File: src/rtl/bfsc_pkg.sv
// package: constants and state encoding for the buck fault shutdown control
package bfsc_pkg;

	// clock and timing figures in nanoseconds
	localparam int CLK_PERIOD_NS = 40;
	localparam int BLANK_NS = 160;
	localparam int MIN_ON_NS = 50;
	localparam int OFF_NS = 200;

	// least times round up to whole clock cycles
	localparam int BLANK_CYC = (BLANK_NS + CLK_PERIOD_NS - 1) / CLK_PERIOD_NS;
	localparam int MIN_ON_CYC = (MIN_ON_NS + CLK_PERIOD_NS - 1) / CLK_PERIOD_NS;
	localparam int OFF_CYC = (OFF_NS + CLK_PERIOD_NS - 1) / CLK_PERIOD_NS;

	// switching cycles the soft-start node is held low in hiccup
	localparam int HICCUP_CYCLES = 4096;

	// width of the short pulse timers
	localparam int TMR_W = 4;
	localparam logic [TMR_W-1:0] TMR_ZERO = 4'h0;
	localparam logic [TMR_W-1:0] BLANK_CNT = TMR_W'(BLANK_CYC);
	localparam logic [TMR_W-1:0] MIN_ON_CNT = TMR_W'(MIN_ON_CYC);
	localparam logic [TMR_W-1:0] OFF_CNT = TMR_W'(OFF_CYC);

	// bit positions in the synchronised comparator vector
	localparam int IN_W = 10;
	localparam int IN_SUPPLY_OK = 0;
	localparam int IN_ENABLE_OK = 1;
	localparam int IN_SS_LOW = 2;
	localparam int IN_SS_FULL = 3;
	localparam int IN_OC_BELOW_GND = 4;
	localparam int IN_OVER_TEMP = 5;
	localparam int IN_TRACK_HIGH = 6;
	localparam int IN_FB_GOOD = 7;
	localparam int IN_PWM_DEMAND = 8;
	localparam int IN_OSC = 9;

	// controller states
	typedef enum logic [2:0] {
		ST_OFF,
		ST_PREBIAS,
		ST_RUN,
		ST_SS_SHUT,
		ST_SS_WAIT,
		ST_HICCUP,
		ST_THERMAL
	} bfsc_state_type;

endpackage : bfsc_pkg

File: src/rtl/bfsc_sync.sv
// module: two flip-flop synchroniser for a vector of asynchronous levels
`timescale 1ns/1ns
module bfsc_sync
#(
	parameter int W = 1
)
(
	// clock and reset
	input wire logic clk,
	input wire logic rstn,
	// asynchronous levels in, synchronised levels out
	input wire logic [W-1:0] async_in,
	output logic [W-1:0] sync_out
);

	// both stages in one state word
	typedef struct packed {
		logic [W-1:0] stage1;
		logic [W-1:0] stage2;
	} bfsc_sync_type;

	bfsc_sync_type s_r;
	bfsc_sync_type s_nxt;

	// first stage only feeds the second
	always_comb
	begin
		s_nxt = s_r;
		s_nxt.stage1 = async_in;
		s_nxt.stage2 = s_r.stage1;
	end

	// register the state word
	always_ff @(posedge clk or negedge rstn)
	begin
		if (!rstn)
		begin
			s_r <= '0;
		end
		else
		begin
			s_r <= s_nxt;
		end
	end

	assign sync_out = s_r.stage2;

endmodule : bfsc_sync

File: src/rtl/bfsc_ctrl.sv
// module: supervisory and protection controller of a synchronous buck stage
//
// What this block does
// enable low tristates both gate drives
// soft-start low: high off, low on
// resume after soft-start released and recharged
// overcurrent when sense below ground, low on
// overcurrent latches fault and starts hiccup
// hiccup grounds soft-start, counts cycles, clears
// hiccup repeats while overcurrent persists
// ignore current sense during blanking after low-on
// over-temperature turns switches off, discharges soft-start
// restart automatically when over-temperature clears
// reference follows tracking input until hand-over
// output good once feedback reaches threshold
// output good is open-drain, low when bad
// no high-side pulse below minimum on-time
// fixed off-time in every switching cycle
// soft-start begins only with supply valid
// low side off until first high pulse
// supply invalid clears fault, counter, drives
// enable-low beats thermal beats hiccup beats run
`timescale 1ns/1ns
module bfsc_ctrl
	import bfsc_pkg::*;
#(
	parameter int HICCUP_LEN = HICCUP_CYCLES,
	parameter int HIC_W = 13
)
(
	// clock and reset
	input wire logic clk,
	input wire logic rstn,
	// comparator and status levels from the analog side
	input wire logic supply_ok,
	input wire logic enable_ok,
	input wire logic ss_low,
	input wire logic ss_full,
	input wire logic oc_below_gnd,
	input wire logic over_temp,
	input wire logic track_high,
	input wire logic fb_good,
	// modulator demand and switching oscillator
	input wire logic pwm_demand,
	input wire logic osc,
	// high-side gate drive
	output logic hs_on,
	output logic hs_oe,
	// low-side gate drive
	output logic ls_on,
	output logic ls_oe,
	// soft-start discharge switch and reference select
	output logic ss_discharge,
	output logic ref_internal,
	// latched fault flag
	output logic overcurrent_fault,
	// open-drain output good pin
	input wire logic output_good_in,
	output logic output_good_out,
	output logic output_good_oe
);

	// whole controller state
	typedef struct packed {
		bfsc_state_type st;
		logic osc_prev;
		logic first_hs;
		logic [TMR_W-1:0] on_tmr;
		logic [TMR_W-1:0] off_tmr;
		logic [TMR_W-1:0] blank_tmr;
		logic [HIC_W-1:0] hic_cnt;
		logic hs_on;
		logic hs_oe;
		logic ls_on;
		logic ls_oe;
		logic ss_dis;
		logic ref_int;
		logic oc_fault;
		logic pg_oe;
	} bfsc_ctrl_type;

	localparam logic [HIC_W-1:0] HIC_LAST = HIC_W'(HICCUP_LEN - 1);

	bfsc_ctrl_type s_r;
	bfsc_ctrl_type s_nxt;
	logic [IN_W-1:0] raw_in; // comparator levels before crossing
	logic [IN_W-1:0] in_s; // comparator levels after crossing
	logic osc_tick; // one clock at each switching-cycle start
	logic oc_seen; // qualified overcurrent sample

	// gather the asynchronous inputs
	always_comb
	begin
		raw_in = '0;
		raw_in[IN_SUPPLY_OK] = supply_ok;
		raw_in[IN_ENABLE_OK] = enable_ok;
		raw_in[IN_SS_LOW] = ss_low;
		raw_in[IN_SS_FULL] = ss_full;
		raw_in[IN_OC_BELOW_GND] = oc_below_gnd;
		raw_in[IN_OVER_TEMP] = over_temp;
		raw_in[IN_TRACK_HIGH] = track_high;
		raw_in[IN_FB_GOOD] = fb_good;
		raw_in[IN_PWM_DEMAND] = pwm_demand;
		raw_in[IN_OSC] = osc;
	end

	// every comparator crosses two flip-flops first
	bfsc_sync #(
		.W(IN_W)
	) u_sync (
		.clk(clk),
		.rstn(rstn),
		.async_in(raw_in),
		.sync_out(in_s)
	);

	// rising edge of the synchronised oscillator
	assign osc_tick = in_s[IN_OSC] & ~s_r.osc_prev;

	// current sense only counts after blanking with low side on
	assign oc_seen = in_s[IN_OC_BELOW_GND] & s_r.ls_on & s_r.ls_oe
		& (s_r.blank_tmr == BLANK_CNT);

	// next-state logic
	always_comb
	begin
		s_nxt = s_r;
		s_nxt.osc_prev = in_s[IN_OSC];
		s_nxt.ref_int = in_s[IN_TRACK_HIGH];
		// short timers count up and saturate
		if (s_r.on_tmr != MIN_ON_CNT)
		begin
			s_nxt.on_tmr = s_r.on_tmr + 4'h1;
		end
		if (s_r.off_tmr != OFF_CNT)
		begin
			s_nxt.off_tmr = s_r.off_tmr + 4'h1;
		end
		// blanking restarts whenever low side is not conducting
		if (!(s_r.ls_on && s_r.ls_oe))
		begin
			s_nxt.blank_tmr = TMR_ZERO;
		end
		else if (s_r.blank_tmr != BLANK_CNT)
		begin
			s_nxt.blank_tmr = s_r.blank_tmr + 4'h1;
		end

		if (!in_s[IN_ENABLE_OK] || !in_s[IN_SUPPLY_OK])
		begin
			// enable or supply lost: everything off, highest priority
			s_nxt.st = ST_OFF;
		end
		else if (in_s[IN_OVER_TEMP] && s_r.st != ST_OFF)
		begin
			// thermal trip overrides hiccup and switching
			s_nxt.st = ST_THERMAL;
			// an abandoned hiccup must not leave the fault latched on restart
			s_nxt.oc_fault = 1'b0;
			s_nxt.hic_cnt = '0;
		end
		else
		begin
			unique case (s_r.st)
				// waiting for supply valid to start soft-start
				ST_OFF:
				begin
					s_nxt.st = ST_PREBIAS;
					s_nxt.first_hs = 1'b0;
				end
				// switching states
				ST_PREBIAS, ST_RUN:
				begin
					if (oc_seen)
					begin
						s_nxt.st = ST_HICCUP;
						s_nxt.oc_fault = 1'b1;
						s_nxt.hic_cnt = '0;
					end
					else if (in_s[IN_SS_LOW])
					begin
						s_nxt.st = ST_SS_SHUT;
					end
					else if (s_r.first_hs)
					begin
						s_nxt.st = ST_RUN;
					end
				end
				// soft-start pulled down externally
				ST_SS_SHUT:
				begin
					if (!in_s[IN_SS_LOW])
					begin
						s_nxt.st = ST_SS_WAIT;
					end
				end
				// released: wait for soft-start to charge again
				ST_SS_WAIT:
				begin
					if (in_s[IN_SS_LOW])
					begin
						s_nxt.st = ST_SS_SHUT;
					end
					else if (in_s[IN_SS_FULL])
					begin
						s_nxt.st = ST_PREBIAS;
						s_nxt.first_hs = 1'b0;
					end
				end
				// hiccup: count switching cycles with soft-start low
				ST_HICCUP:
				begin
					if (osc_tick)
					begin
						if (s_r.hic_cnt == HIC_LAST)
						begin
							s_nxt.oc_fault = 1'b0;
							s_nxt.st = ST_PREBIAS;
							s_nxt.first_hs = 1'b0;
						end
						else
						begin
							s_nxt.hic_cnt = s_r.hic_cnt + 1'b1;
						end
					end
				end
				// over-temperature has cleared: restart
				ST_THERMAL:
				begin
					s_nxt.st = ST_PREBIAS;
					s_nxt.first_hs = 1'b0;
				end
			endcase
		end

		// supply loss clears fault and hiccup count
		if (!in_s[IN_SUPPLY_OK])
		begin
			s_nxt.oc_fault = 1'b0;
			s_nxt.hic_cnt = '0;
		end

		// gate drive for the state being entered
		s_nxt.hs_oe = 1'b1;
		s_nxt.ls_oe = 1'b1;
		s_nxt.ss_dis = 1'b0;
		s_nxt.hs_on = 1'b0;
		s_nxt.ls_on = 1'b0;
		unique case (s_nxt.st)
			// drivers tristated, soft-start held low
			ST_OFF:
			begin
				s_nxt.hs_oe = 1'b0;
				s_nxt.ls_oe = 1'b0;
				s_nxt.ss_dis = 1'b1;
			end
			// active discharge through the low side
			ST_SS_SHUT:
			begin
				s_nxt.ls_on = 1'b1;
			end
			// both switches off while soft-start recharges
			ST_SS_WAIT:
			begin
				s_nxt.ls_on = 1'b0;
			end
			// soft-start grounded, switches off
			ST_HICCUP, ST_THERMAL:
			begin
				s_nxt.ss_dis = 1'b1;
			end
			// normal pulse shaping
			ST_PREBIAS, ST_RUN:
			begin
				if (s_r.hs_on && s_r.hs_oe)
				begin
					// end pulse on demand drop or cycle end, never short
					if (s_r.on_tmr != MIN_ON_CNT)
					begin
						s_nxt.hs_on = 1'b1;
					end
					else if (in_s[IN_PWM_DEMAND] && !osc_tick)
					begin
						s_nxt.hs_on = 1'b1;
					end
				end
				else if (in_s[IN_PWM_DEMAND] && s_r.off_tmr == OFF_CNT)
				begin
					// start pulse only after the full off-time
					s_nxt.hs_on = 1'b1;
					s_nxt.on_tmr = TMR_ZERO;
					s_nxt.first_hs = 1'b1;
				end
				// low side follows high side once a pulse has been seen
				s_nxt.ls_on = ~s_nxt.hs_on & s_nxt.first_hs;
			end
		endcase
		// off-time restarts as the high side switches off
		if (s_r.hs_on && !s_nxt.hs_on)
		begin
			s_nxt.off_tmr = TMR_ZERO;
		end

		// output good only while switching with feedback in range
		s_nxt.pg_oe = ~(in_s[IN_FB_GOOD]
			& ((s_nxt.st == ST_RUN) | (s_nxt.st == ST_PREBIAS)));
	end

	// register the state word
	always_ff @(posedge clk or negedge rstn)
	begin
		if (!rstn)
		begin
			s_r.st <= ST_OFF;
			s_r.osc_prev <= 1'b0;
			s_r.first_hs <= 1'b0;
			s_r.on_tmr <= TMR_ZERO;
			s_r.off_tmr <= OFF_CNT;
			s_r.blank_tmr <= TMR_ZERO;
			s_r.hic_cnt <= '0;
			s_r.hs_on <= 1'b0;
			s_r.hs_oe <= 1'b0;
			s_r.ls_on <= 1'b0;
			s_r.ls_oe <= 1'b0;
			s_r.ss_dis <= 1'b1;
			s_r.ref_int <= 1'b0;
			s_r.oc_fault <= 1'b0;
			s_r.pg_oe <= 1'b1;
		end
		else
		begin
			s_r <= s_nxt;
		end
	end

	// outputs straight from the state word
	assign hs_on = s_r.hs_on;
	assign hs_oe = s_r.hs_oe;
	assign ls_on = s_r.ls_on;
	assign ls_oe = s_r.ls_oe;
	assign ss_discharge = s_r.ss_dis;
	assign ref_internal = s_r.ref_int;
	assign overcurrent_fault = s_r.oc_fault;
	// open-drain: only ever drives low
	assign output_good_out = 1'b0;
	assign output_good_oe = s_r.pg_oe;

endmodule : bfsc_ctrl

File: config.mk
export PLATFORM = sky130hd
export DESIGN_NAME = bfsc_ctrl
export DESIGN_NICKNAME = d
export VERILOG_FILES = /design/src/rtl/bfsc_pkg.sv /design/src/rtl/bfsc_sync.sv /design/src/rtl/bfsc_ctrl.sv
export SDC_FILE = /design/constraint.sdc
export NUM_CORES = 1
export LEC_CHECK = 0
export ABC_AREA = 1
export BUFFER_PORTS_ARGS = -buffer_cell sky130_fd_sc_hd__buf_2
export CAP_MARGIN = 40
export CORE_MARGIN = 2
export CORE_UTILIZATION = 50
export CTS_BUF_LIST = sky130_fd_sc_hd__clkbuf_16
export DETAILED_ROUTE_END_ITERATION = 10
export PLACE_DENSITY = 0.73
export SLEW_MARGIN = 0
export SYNTH_ARGS = -nofsm -noshare
export SYNTH_HDL_FRONTEND = slang
export SYNTH_SLANG_ARGS = --single-unit
File: constraint.sdc
create_clock -name clk -period 1.85 [get_ports clk]
set_clock_uncertainty 0.1 [all_clocks]
set_input_delay 0.0925 -clock clk [delete_from_list [all_inputs] [get_ports clk]]
set_output_delay 0.0925 -clock clk [all_outputs]
set_load 0.01 [all_outputs]
==> impl_results.md <==
* # diodes at 0
* Worst setup slack for register-to-register paths at -0.003 ns
* Final period utilization at 1.00
* Sum of overflow across all layers after global routing at 0
* Final count of pins violating max slew at 0
* Count of buffering cells on the critical path with inverters included at 3
* Synth Area per Inst at about 8.9 um2
* Vertical extent of the die at 78.6 um
* DRT Wirelength at about 6300 um
* Crit path launch type: flip-flop
* Total setup violations reported at the end of the flow at 2
* Nature of the critical path endpoint: flip-flop
* Ports at 22
* Global-route wire length before repair at approximately 9500 um
* Placer congestion estimate at approximately 0.85
* Core Area at roughly 0.0054 mm2
* Final-stage net count at about 410
* Share of total power in sequential cells at 0.390
* Violations in the final reports: negative setup slack
* IR Drop Worst-Case VDD at ~1.0 mV
* Total internal power at approximately 2.8 mW
* Crit Path Class: reg -> reg
* Area enclosed by the die boundary at between 0.006 and 0.007 mm2
* CP top delay family: simple AND/OR/NAND/NOR gates
* Detailed placement HPWL at approximately 3900 um
* Number of buffers inserted during clock tree synthesis at 9
* Routed vias/inst at about 5
* Proportion of total power due to net switching at 0.287
* Max Cap Violations at 0
* Post-Synthesis Net Count at 334
* Layout cells sized above 1 at 0.377
* Initial standard-cell utilization of the core at 0.512
* Result of the run: complete, but fails checks
* Crit-path max cell delay at 0.35 ns
* Critical Path, Cell by Cell: ha_2 -> nand2_4 -> nor2_4 -> nand2_2 -> nor2_4 -> buf_6 -> nand2_2 -> nor2_1 -> inv_1 -> nand2_4 -> inv_8 -> nand3_1 -> o21ai_2
* Peak clock frequency supported by timing at around 0.54 GHz
* Hold crit path type: in -> async
* Maximum fanout encountered on the critical timing path at 16
* Die span in x at ~79 um
* Clock tree root buffer cell: sky130_fd_sc_hd__clkbuf_16
* Final Critical Period at between 1.5 and 2 ns
* DR WL/cell at 13.5 um
* Max clock buf depth at 2
* Clock slew at reported path FFs at approximately 0.05 ns
* Part of the power in combinational logic at 0.213
* Synth Register Bits at 57
* Maximum number of pins on one net before global-route repair at 26
* Data arrival time of the critical path at about 2.0 ns
* Vias after detailed routing at 2307
* Vias in the first global route at about 2200
* Critical-path cell with the highest stage delay: sky130_fd_sc_hd__dfrtp_1
* TritonCTS clock tree: yes
* Proportion of power drawn by the clock network at 0.398
* Setup repair after global routing missed its margin: true
* Synth area leader: sky130_fd_sc_hd__dfrtp_1
* Critical Path RT at around 2 ns
* Proportion of netlist area held by the largest area contributor at 0.477
* Antenna violations before repair at 0
* Worst setup slack before clock tree synthesis at -0.00786 ns
* Skew-Pair Late Insertion Delay at roughly 0.33 ns
* Drt drc at 0
* Net switching power figure at approximately 1.1 mW
* Synthesis-to-layout area growth at 36.2%
* Port-buffer cells at 19
* Synthesized netlist cell count at around 310
* Number of failing hold endpoints at the final stage at 0
* First-pass detailed-route iteration total at 4
* Sequential-to-total area share from yosys stat at 0.514
* Global router's overall resource usage at 0.204
* Utilization of the core after routing at 0.697
* Power Density at between 1000 and 1500 mW/mm2
* Leading post-synthesis cells by cell area: sky130_fd_sc_hd__dfrtp_1 (48%), sky130_fd_sc_hd__nand2_1 (7.1%), sky130_fd_sc_hd__inv_1 (6.1%)
* Remaining antenna violation count at 0
* Clock sink count at 57
* Final WS setup at -0.00330 ns
* Netlist cell types at 32
* Static power due to leakage at 1.79 nW
* Detailed Route Iter0 Violations at roughly 140
* H-tree levels at 3
* Number of core rows at 27
* Combined area of all synthesized cells at around 0.0028 mm2
* Synth warnings at 0
==> power by group through the flow <==
stage / registers, mW / logic, mW / clock network (mW)
floorplan: 1.53 / 0.478 / 0
detailed placement: 1.54 / 0.661 / 0
global placement: 1.53 / 0.641 / 0
finish: 1.54 / 0.842 / 1.57
CTS: 1.52 / 0.687 / 1.60
global route: 1.56 / 0.939 / 1.66
==> cell usage in the layout (no fill, tap or decap), drive strengths merged, types with 2 or more instances in the layout <==
| master | instances |
|---|---|
| nor4 | 2 |
| dfstp | 4 |
| nand2 | 59 |
| inv | 50 |
| nor2 | 38 |
| clkbuf | 9 |
| nor3 | 11 |
| xor2 | 10 |
| o21a | 2 |
| xnor2 | 2 |
| dlygate4sd3 | 11 |
| buf | 53 |
| nand4 | 2 |
| clkinv | 4 |
| nand3 | 28 |
| ha | 7 |
| a21oi | 14 |
| o21ai | 24 |
| dfrtp | 53 |
==> sequential cells by signal, summed over array words and instances, names as in the netlist <==
signal / count
hs_on: 1
u_sync.s_nxt: 10
s_r: 30
output_good_oe: 1
overcurrent_fault: 1
ls_on: 1
u_sync.sync_out: 10
ref_internal: 1
ss_discharge: 1
ls_oe: 1
==> layer usage <==
metal	global-route usage	routed length, um	vias to the layer above
met5	0	0	-
met4	0.100	148	0
met1	0.244	2570	1097
met2	0.346	3300	51
met3	0.0471	240	14
li1	-	-	1145
==> synth_stat cells <==
library cell / count
sky130_fd_sc_hd__o22ai_1: 1
sky130_fd_sc_hd__nor2_1: 33
sky130_fd_sc_hd__inv_2: 3
sky130_fd_sc_hd__ha_1: 7
sky130_fd_sc_hd__o21a_1: 2
sky130_fd_sc_hd__nand3_1: 26
sky130_fd_sc_hd__buf_12: 1
sky130_fd_sc_hd__nand2_4: 2
sky130_fd_sc_hd__inv_6: 1
sky130_fd_sc_hd__buf_4: 2
sky130_fd_sc_hd__dfrtp_1: 53
sky130_fd_sc_hd__nor3_2: 2
sky130_fd_sc_hd__nor3_1: 9
sky130_fd_sc_hd__nand2_1: 53
sky130_fd_sc_hd__nand2_2: 4
sky130_fd_sc_hd__buf_6: 1
sky130_fd_sc_hd__conb_1: 1
sky130_fd_sc_hd__nand4_1: 2
sky130_fd_sc_hd__nor4_1: 2
sky130_fd_sc_hd__o21ai_0: 14
sky130_fd_sc_hd__a21oi_1: 14
sky130_fd_sc_hd__inv_1: 45
sky130_fd_sc_hd__xor2_1: 10
sky130_fd_sc_hd__o21ai_2: 10
sky130_fd_sc_hd__mux2i_1: 1
sky130_fd_sc_hd__nor2_4: 1
sky130_fd_sc_hd__dfstp_2: 4
sky130_fd_sc_hd__nor2_2: 4
sky130_fd_sc_hd__nand3_2: 2
sky130_fd_sc_hd__or2_2: 1
sky130_fd_sc_hd__xnor2_1: 2
sky130_fd_sc_hd__o31ai_1: 1
==> metrics by stage <==
stage / TNS, ns / hold WS, ns / cells / power (mW) / area [um2]
after global routing: -1.44 / 0.142 / 462 / 4.15 / 3790
after CTS: -0.0102 / 0.112 / 452 / 3.81 / 3520
after floorplan: 0 / -0.303 / 314 / 2.01 / 2790
after detailed placement: -0.0191 / -0.0820 / 425 / 2.20 / 3100
final: -0.00526 / 0.102 / 462 / 3.96 / 3790
after global placement: -0.00179 / -0.0765 / 425 / 2.17 / 3100
==> worst register-to-register path: stages, from the launching register on <==
cell	delay, ns
sky130_fd_sc_hd__dfrtp_1	0.35
sky130_fd_sc_hd__ha_2	0.21
sky130_fd_sc_hd__nand2_4	0.07
sky130_fd_sc_hd__nor2_4	0.13
sky130_fd_sc_hd__nand2_2	0.09
sky130_fd_sc_hd__nor2_4	0.14
sky130_fd_sc_hd__buf_6	0.12
sky130_fd_sc_hd__nand2_2	0.04
sky130_fd_sc_hd__nor2_1	0.10
sky130_fd_sc_hd__inv_1	0.07
sky130_fd_sc_hd__nand2_4	0.11
sky130_fd_sc_hd__inv_8	0.08
sky130_fd_sc_hd__nand3_1	0.08
sky130_fd_sc_hd__o21ai_2	0.06
==> logic make-up after synthesis <==
logic type | after synthesis | synth area share
compound gates | 42 | 0.0922
fa+ha+maj | 7 | 0.0315
flops | 57 | 0.514
xor+xnor | 12 | 0.0378
buf+inv | 53 | 0.0845
simple gates | 141 | 0.235
other cells | 1 | 0.00135
mux | 1 | 0.00360
==> final timing paths <==
check,from,end,cells after the start
max,s_r[9]$_DFFE_PN0P_,s_r[15]$_DFFE_PN0P_,13
min,rstn,s_r[10]$_DFFE_PN0P_,2
max reg2reg,s_r[9]$_DFFE_PN0P_,s_r[15]$_DFFE_PN0P_,13
min reg2reg,u_sync.sync_out[6]$_DFF_PN0_,ref_internal$_DFF_PN0_,0
max in group asynchronous,rstn,u_sync.s_nxt[2]$_DFF_PN0_,3
min in group clk,u_sync.sync_out[6]$_DFF_PN0_,ref_internal$_DFF_PN0_,0
==> repair_timing <==
action / in CTS / in global routing
hold buffers: 11 / 0
gates resized for setup: 5 / 64
buffers inserted: 0 / 10
pin swaps: 0 / 24
endpoints found under the setup margin: 11 / 27
hold endpoints to repair: 66 / 0
==> cell type report <==
cell class                      count  area, um2
Fill cell                         383       1650
Sequential cell                    57       1440
Multi-Input combinational cell    204       1310
Timing Repair Buffer               64        472
Clock buffer                        9        225
Inverter                           49        199
Tap cell                           72       90.1
Clock inverter                      7       62.6
Note: power is estimated with default switching activity, not from simulation.
